<file path="config.mk">
export PLATFORM = sky130hd
export DESIGN_NAME = spl_latch
export DESIGN_NICKNAME = d
export VERILOG_FILES = /design/src/hdl/spl_pkg.sv /design/src/hdl/spl_sync.sv /design/src/hdl/spl_latch.sv
export VERILOG_INCLUDE_DIRS = /design/src /design/src/hdl
export SDC_FILE = /design/constraint.sdc
export NUM_CORES = 1
export LEC_CHECK = 0
export BUFFER_PORTS_ARGS = -buffer_cell sky130_fd_sc_hd__buf_2
export CORE_MARGIN = 2
export CORE_UTILIZATION = 49
export DETAILED_ROUTE_END_ITERATION = 10
export PLACE_DENSITY = 0.73
export RECOVER_POWER = 100
export SETUP_SLACK_MARGIN = 0.15
export SLEW_MARGIN = 20
export SYNTH_ARGS = -nofsm -noshare
export SYNTH_HDL_FRONTEND = slang
export SYNTH_SLANG_ARGS = --single-unit
</file>
<file path="constraint.sdc">
create_clock -name clk_sys_i -period 1.26 [get_ports clk_sys_i]
set_input_delay 0.378 -clock clk_sys_i [delete_from_list [all_inputs] [get_ports clk_sys_i]]
set_output_delay 0.378 -clock clk_sys_i [all_outputs]
set_load 0.02 [all_outputs]
</file>
<file path="src/hdl/spl_params.svh">
`ifndef SPL_PARAMS_SVH
`define SPL_PARAMS_SVH
// Stage count of shift and storage registers
`define SPL_WIDTH 8
// Cleared value of the shift, storage and output registers
`define SPL_CLEAR_VAL 8'h00
`endif

</file>
<file path="src/hdl/spl_pkg.sv">
package spl_pkg;
  // Edge kind seen on a synchronised strobe
  typedef enum logic [1:0] {
    SPL_EDGE_NONE = 2'b00,
    SPL_EDGE_RISE = 2'b01,
    SPL_EDGE_FALL = 2'b10
  } spl_edge_t;
endpackage : spl_pkg

</file>
<file path="src/hdl/spl_sync.sv">
`timescale 1ns/1ps
// ----------------------------------------
// Two-stage synchroniser with edge detect
// ----------------------------------------
module spl_sync (
  input wire logic clk_sys_i,
  input wire logic sys_rst_i,
  input wire logic pin_i,
  output logic level_o,
  output spl_pkg::spl_edge_t edge_o
);
  logic meta;
  logic sync;
  logic prev;
  logic next_meta;
  logic next_sync;
  logic next_prev;

  // Next values; first stage is read only by the second
  always_comb
  begin
    next_meta = pin_i;
    next_sync = meta;
    next_prev = sync;
  end

  // Registers
  always_ff @(posedge clk_sys_i or posedge sys_rst_i)
  begin
    if (sys_rst_i)
    begin
      meta <= 1'b0;
      sync <= 1'b0;
      prev <= 1'b0;
    end
    else
    begin
      meta <= next_meta;
      sync <= next_sync;
      prev <= next_prev;
    end
  end

  // Edge decode from settled stages only
  always_comb
  begin
    level_o = sync;
    if (sync && !prev)
      edge_o = spl_pkg::SPL_EDGE_RISE;
    else if (!sync && prev)
      edge_o = spl_pkg::SPL_EDGE_FALL;
    else
      edge_o = spl_pkg::SPL_EDGE_NONE;
  end
endmodule : spl_sync

</file>
<file path="src/hdl/spl_latch.sv">
`timescale 1ns/1ps
`include "spl_params.svh"
module spl_latch #(
  parameter int WIDTH = `SPL_WIDTH
) (
  input wire logic clk_sys_i,
  input wire logic sys_rst_i,
  input wire logic serial_shift_strobe_i,
  input wire logic latch_transfer_strobe_i,
  input wire logic chain_input_i,
  input wire logic wipe_all_n_i,
  input wire logic drive_disable_n_i,
  output logic chain_output_o,
  output logic [WIDTH-1:0] sink_on_o
);
  // ----------------------------------------
  // Pin synchronisers
  // ----------------------------------------
  spl_pkg::spl_edge_t shift_edge;
  spl_pkg::spl_edge_t latch_edge;
  logic data_lvl;
  logic wipe_n_lvl;
  logic dis_lvl;

  // Strobes act on edges only; their levels stay unused
  spl_sync u_shift (
    .clk_sys_i(clk_sys_i),
    .sys_rst_i(sys_rst_i),
    .pin_i(serial_shift_strobe_i),
    .level_o(),
    .edge_o(shift_edge)
  );
  spl_sync u_latch (
    .clk_sys_i(clk_sys_i),
    .sys_rst_i(sys_rst_i),
    .pin_i(latch_transfer_strobe_i),
    .level_o(),
    .edge_o(latch_edge)
  );
  // Data delayed like the strobe so its setup is kept
  spl_sync u_data (
    .clk_sys_i(clk_sys_i),
    .sys_rst_i(sys_rst_i),
    .pin_i(chain_input_i),
    .level_o(data_lvl),
    .edge_o()
  );
  // Reads as wiped until the stages fill; harmless, all is clear then
  spl_sync u_wipe (
    .clk_sys_i(clk_sys_i),
    .sys_rst_i(sys_rst_i),
    .pin_i(wipe_all_n_i),
    .level_o(wipe_n_lvl),
    .edge_o()
  );
  spl_sync u_dis (
    .clk_sys_i(clk_sys_i),
    .sys_rst_i(sys_rst_i),
    .pin_i(drive_disable_n_i),
    .level_o(dis_lvl),
    .edge_o()
  );

  // ----------------------------------------
  // Shift, storage and chain registers
  // ----------------------------------------
  logic [WIDTH-1:0] shift_q;
  logic [WIDTH-1:0] store_q;
  logic chain_q;
  logic [WIDTH-1:0] out_q;
  logic [WIDTH-1:0] next_shift_q;
  logic [WIDTH-1:0] next_store_q;
  logic next_chain_q;
  logic [WIDTH-1:0] next_out_q;

  // Next values; wipe dominates all strobes
  always_comb
  begin
    next_shift_q = shift_q;
    next_store_q = store_q;
    next_chain_q = chain_q;
    if (!wipe_n_lvl)
    begin
      next_shift_q = `SPL_CLEAR_VAL;
      next_store_q = `SPL_CLEAR_VAL;
      next_chain_q = 1'b0;
    end
    else
    begin
      if (shift_edge == spl_pkg::SPL_EDGE_RISE)
        next_shift_q = {shift_q[WIDTH-2:0], data_lvl};
      if (shift_edge == spl_pkg::SPL_EDGE_FALL)
        next_chain_q = shift_q[WIDTH-1];
      // Strobes arriving together: storage takes pre-shift contents
      if (latch_edge == spl_pkg::SPL_EDGE_RISE)
        next_store_q = shift_q;
    end
  end

  // Output buffer gating; updated in the same cycle as storage, registered output
  always_comb
  begin
    if (dis_lvl || !wipe_n_lvl)
      next_out_q = `SPL_CLEAR_VAL;
    else
      next_out_q = next_store_q;
  end

  // Registers only
  always_ff @(posedge clk_sys_i or posedge sys_rst_i)
  begin
    if (sys_rst_i)
    begin
      shift_q <= `SPL_CLEAR_VAL;
      store_q <= `SPL_CLEAR_VAL;
      chain_q <= 1'b0;
      out_q <= `SPL_CLEAR_VAL;
    end
    else
    begin
      shift_q <= next_shift_q;
      store_q <= next_store_q;
      chain_q <= next_chain_q;
      out_q <= next_out_q;
    end
  end

  assign chain_output_o = chain_q;
  assign sink_on_o = out_q;

  // ----------------------------------------
  // Assertions
  // ----------------------------------------
  property p_shift_in;
    @(posedge clk_sys_i) disable iff (sys_rst_i)
    (wipe_n_lvl && shift_edge == spl_pkg::SPL_EDGE_RISE)
      |=> shift_q == {$past(shift_q[WIDTH-2:0]), $past(data_lvl)};
  endproperty
  a_shift_in: assert property (p_shift_in) else $error("shift wrong");

  property p_shift_hold;
    @(posedge clk_sys_i) disable iff (sys_rst_i)
    (wipe_n_lvl && shift_edge != spl_pkg::SPL_EDGE_RISE) |=> $stable(shift_q);
  endproperty
  a_shift_hold: assert property (p_shift_hold) else $error("shift moved");

  property p_latch;
    @(posedge clk_sys_i) disable iff (sys_rst_i)
    (wipe_n_lvl && latch_edge == spl_pkg::SPL_EDGE_RISE)
      |=> store_q == $past(shift_q);
  endproperty
  a_latch: assert property (p_latch) else $error("latch wrong");

  property p_wipe;
    @(posedge clk_sys_i) disable iff (sys_rst_i)
    !wipe_n_lvl |=> (shift_q == '0 && store_q == '0 && !chain_q);
  endproperty
  a_wipe: assert property (p_wipe) else $error("wipe failed");

  property p_wipe_out;
    @(posedge clk_sys_i) disable iff (sys_rst_i)
    !wipe_n_lvl |=> sink_on_o == '0;
  endproperty
  a_wipe_out: assert property (p_wipe_out) else $error("outputs on in wipe");

  property p_disable;
    @(posedge clk_sys_i) disable iff (sys_rst_i)
    dis_lvl |=> sink_on_o == '0;
  endproperty
  a_disable: assert property (p_disable) else $error("outputs on disabled");

  property p_follow;
    @(posedge clk_sys_i) disable iff (sys_rst_i)
    (!dis_lvl && wipe_n_lvl) |=> sink_on_o == store_q;
  endproperty
  a_follow: assert property (p_follow) else $error("outputs not following");

  property p_chain;
    @(posedge clk_sys_i) disable iff (sys_rst_i)
    (wipe_n_lvl && shift_edge == spl_pkg::SPL_EDGE_FALL)
      |=> chain_output_o == $past(shift_q[WIDTH-1]);
  endproperty
  a_chain: assert property (p_chain) else $error("chain wrong");

  property p_chain_hold;
    @(posedge clk_sys_i) disable iff (sys_rst_i)
    (wipe_n_lvl && shift_edge != spl_pkg::SPL_EDGE_FALL) |=> $stable(chain_output_o);
  endproperty
  a_chain_hold: assert property (p_chain_hold) else $error("chain moved");

  property p_store_hold;
    @(posedge clk_sys_i) disable iff (sys_rst_i)
    (wipe_n_lvl && latch_edge != spl_pkg::SPL_EDGE_RISE) |=> $stable(store_q);
  endproperty
  a_store_hold: assert property (p_store_hold) else $error("storage moved");

  // A sinking bit must be a one held in storage
  property p_sink_source;
    @(posedge clk_sys_i) disable iff (sys_rst_i)
    (sink_on_o & ~store_q) == '0;
  endproperty
  a_sink_source: assert property (p_sink_source) else $error("sink without data");

  // Enabled outputs show freshly latched shift contents one cycle later
  property p_latch_out;
    @(posedge clk_sys_i) disable iff (sys_rst_i)
    (!dis_lvl && wipe_n_lvl && latch_edge == spl_pkg::SPL_EDGE_RISE)
      |=> sink_on_o == $past(shift_q);
  endproperty
  a_latch_out: assert property (p_latch_out) else $error("latch not at outputs");

  // ----------------------------------------
  // Coverage of main scenarios
  // ----------------------------------------
  c_shift: cover property (@(posedge clk_sys_i) shift_edge == spl_pkg::SPL_EDGE_RISE);
  c_disable: cover property (@(posedge clk_sys_i) dis_lvl && store_q != '0);
  c_latch: cover property (@(posedge clk_sys_i) latch_edge == spl_pkg::SPL_EDGE_RISE);
  c_on: cover property (@(posedge clk_sys_i) sink_on_o == 8'hff);
  c_wipe: cover property (@(posedge clk_sys_i) !wipe_n_lvl && store_q == '0);
endmodule : spl_latch

</file>
==> run_results.csv <==
group,metric,value,unit
status,status,"finished, final reports clean",
synth,synth_top_area_share,70.7,%
synth,synthSimpleGateAreaFrac,13.7,%
critical_path,startpoint_type,"register",
clock_network,cts_max_path_buffers,2,
sta,rsz0062_at_grt,"true",
routing,vias_per_cell,4.81,
floorplan,num_rows,18,
layout,stdcell_area,1650,um^2
synth,syn_inst,88,
global_routing,grt.total_usage,13.6,%
synth,synth-compound-area-share,0,%
synth,synth_xor_xnor_area_share,0,%
critical_path,cp.required,0.88,ns
placed_design,place_ws,0.102,ns
synth,yosysWarnings,0,
synth,netlist_area,1310,um^2
placed_design,place_area,1420,um^2
critical_path,crit_type,"register to output pin",
sta,finalClockSkew,0.00429,ns
sta,hold_viol,0,
layout,layoutNonFillerInstCount,144,
sta,setup_viol_count_final,0,
global_routing,antenna_found_initial,0,
global_routing,grt_pass1_vias,666,
routing,vias,693,
clock_network,clk_pin_slew_worst_paths,0.10,ns
layout,drive_gt1_share,35.1,%
sta,hold_slack,0.143,ns
synth,synth_area_leaders,"dfrtp_1 71%, mux2i_1 13%, nor2b_1 8.1%",
synth,synth_nets,95,
clock_network,clk_latency,0.33,ns
critical_path,worstPathBufferInverterCount,1,
critical_path,critPathMaxStageDelay,0.40,ns
synth,synth_top_area_cell,"dfrtp_1",
power,ir_drop,1.02,mV
run,cap_violations,0,
placed_design,place_inst,131,
sta,worst_slew_pin_slew,0.352,ns
synth,seq_area_frac_synth,70.7,%
synth,synthArstFlopShare,100,%
sta,max_freq,800,MHz
routing,routedWlPerCell,13.0,um
synth,synth.distinct_cells,11,
power,p_leak,0.742,nW
sta,min_period,1.25,ns
clock_network,cts_buffers,5,
synth,synth_top_family_by_area,"simple AND/OR/NAND/NOR gates",
global_routing,grt_max_degree,23,
critical_path,worst_path_max_delay_cell,"dfrtp_1",
hold_path,hold_path.class,"input pin to register",
clock_network,cts.sinks,37,
critical_path,crit_arrival,0.87,ns
power,p_per_area,1310,nW/um^2
synth,synth_fa_ha_area_share,0,%
critical_path,rrSetupSlack,0.06,ns
power,power,0.00217,W
sta,post-route-period-util,99.2,%
synth,ys_ff_latch,37,
synth,synth_mux_area_share,13.0,%
layout,diodes,0,
floorplan,die_w,55.7,um
layout,area_growth,26.2,%
clock_network,root_buffer,"clkbuf_4",
routing,drc_errors,0,
critical_path,cp-startpoint,"sink_on_o[1]$_DFF_PP0_",
floorplan,start_util,52.4,%
floorplan,design.die.area,3100,um^2
synth,synth_commonest_cells,"37 x dfrtp_1, 17 x mux2i_1, 17 x nor2b_1",
synth,synth_ff_type,"dfrtp_1",
layout,nets,120,
critical_path,r2r-start,"u_latch.level_o$_DFF_PP0_",
critical_path,crit_family,"flip-flops",
floorplan,die_y,55.7,um
floorplan,ios,16,
global_routing,overflow,0,
synth,syn_avg_cell_area,14.9,um^2
clock_network,cts_tree,"built",
routing,final_antenna_net_count,0,
global_routing,grt_pass1_wl,3.05,mm
routing,first_iter_violations,4,
critical_path,endpoint_kind,"output pin",
synth,synth_edf_count,0,
sta,max_slew_margin,76.6,%
placed_design,hpwl,1.17,mm
routing,first_pass_iters,4,
hold_path,worstHoldStart,"wipe_all_n_i",
sta,fin_ws,0.0105,ns
sta,drv_slew,0,
clock_network,htree_num_levels,2,
synth,yosysMostFrequentCell,"dfrtp_1",
routing,totalWireLength,1.87,mm
placed_design,portBuffers,15,
floorplan,coreArea,2500,um^2
critical_path,critPathMaxFanout,1,
placed_design,place.gp.congestion,0.688,
critical_path,worstPathCellList,"buf_6",
kinds of logic (layout without fill, tap and decap cells):
logic type | count (synthesis) | count (layout)
buffers and inverters | 5 | 31
flip-flops | 37 | 37
multiplexers | 17 | 17
AND/OR/NAND/NOR | 29 | 29
worst register-to-register path, delay by kind of cell, from the launching register on:
| family | cells | cell delay [ns] |
|---|---|---|
| buffers and inverters | 1 | 0.22 |
| muxes | 1 | 0.28 |
| DFF | 1 | 0.36 |
| and+or+nand+nor | 2 | 0.23 |
final timing paths:
check                                            end  depth (start not counted)
setup / recovery                        sink_on_o[1]                          1
hold / removal                 u_wipe.meta$_DFF_PP0_                          1
setup reg to reg                store_q[2]$_DFF_PP0_                          4
hold reg to reg            u_shift.level_o$_DFF_PP0_                          0
max in group asynchronous     sink_on_o[4]$_DFF_PP0_                          4
min in group asynchronous     u_latch.meta$_DFF_PP0_                          3
stage by stage:
step	setup TNS (ns)	util, %
2_1_floorplan	0	-
3_3_place_gp	0	56.9
3_5_place_dp	0	56.9
4_1_cts	-0.0146	64.5
5_1_grt	-0.154	66.1
6_report	0	66.1
layout make-up:
cell class	instances	area (um^2)
repair buffers	22	205
multi-input cells	46	387
well taps	30	37.5
fillers	176	848
inverters	1	7.51
clock inverters	2	37.5
flip-flops and latches	37	926
clock buffers	6	51.3
timing repair:
item,4_1_cts,5_1_grt
endpoints found under the setup margin,33,27
buffers inserted,3,1
pin swaps,0,2
endpoints found under the hold margin,15,0
gates resized for setup,18,14
hold buffers,1,0
flip-flops by register name (all words and copies together), names as in the netlist:
| name | count |
|---|---|
| store_q | 8 |
| chain_output_o | 1 |
| u_dis.meta | 1 |
| u_shift.prev | 1 |
| u_wipe.level_o | 1 |
| u_latch.prev | 1 |
| u_data.level_o | 1 |
| sink_on_o | 8 |
| shift_q | 8 |
| u_data.meta | 1 |
| u_dis.level_o | 1 |
| u_latch.meta | 1 |
| u_wipe.meta | 1 |
| u_latch.level_o | 1 |
| u_shift.meta | 1 |
| u_shift.level_o | 1 |
where the power goes:
group	internal [W]	switching [W]	total (W)
Combinational	0.0000552	0.0000589	0.000114
Sequential	0.00121	0.00000936	0.00122
Clock	0.000471	0.000367	0.000838
Total	0.00174	0.000435	0.00217
cells in the final DEF (no fill, tap or decap):
cell           instances
and2b_2                1
nand2b_1               1
nor2b_1               18
buf_2                  7
buf_12                 2
mux2i_4                2
mux2i_2                6
dlygate4sd3_1          1
clkbuf_4               6
nor2_2                 1
nor2_1                 7
dfrtp_1               37
clkbuf_8               1
buf_4                  1
clkbuf_1               1
bufinv_16              1
clkinvlp_4             2
buf_6                  9
nor2b_2                1
mux2i_1                9
per-layer routing:
metal | GRT usage, % | vias to the layer above | share of wire [%]
met5 | 0 | - | 0
met4 | 10.5 | 0 | 1.8
met3 | 4.88 | 4 | 4.6
met2 | 20.9 | 19 | 51
met1 | 15.4 | 340 | 42
li1 | - | 330 | -
Power figures use the tool's default switching activity.
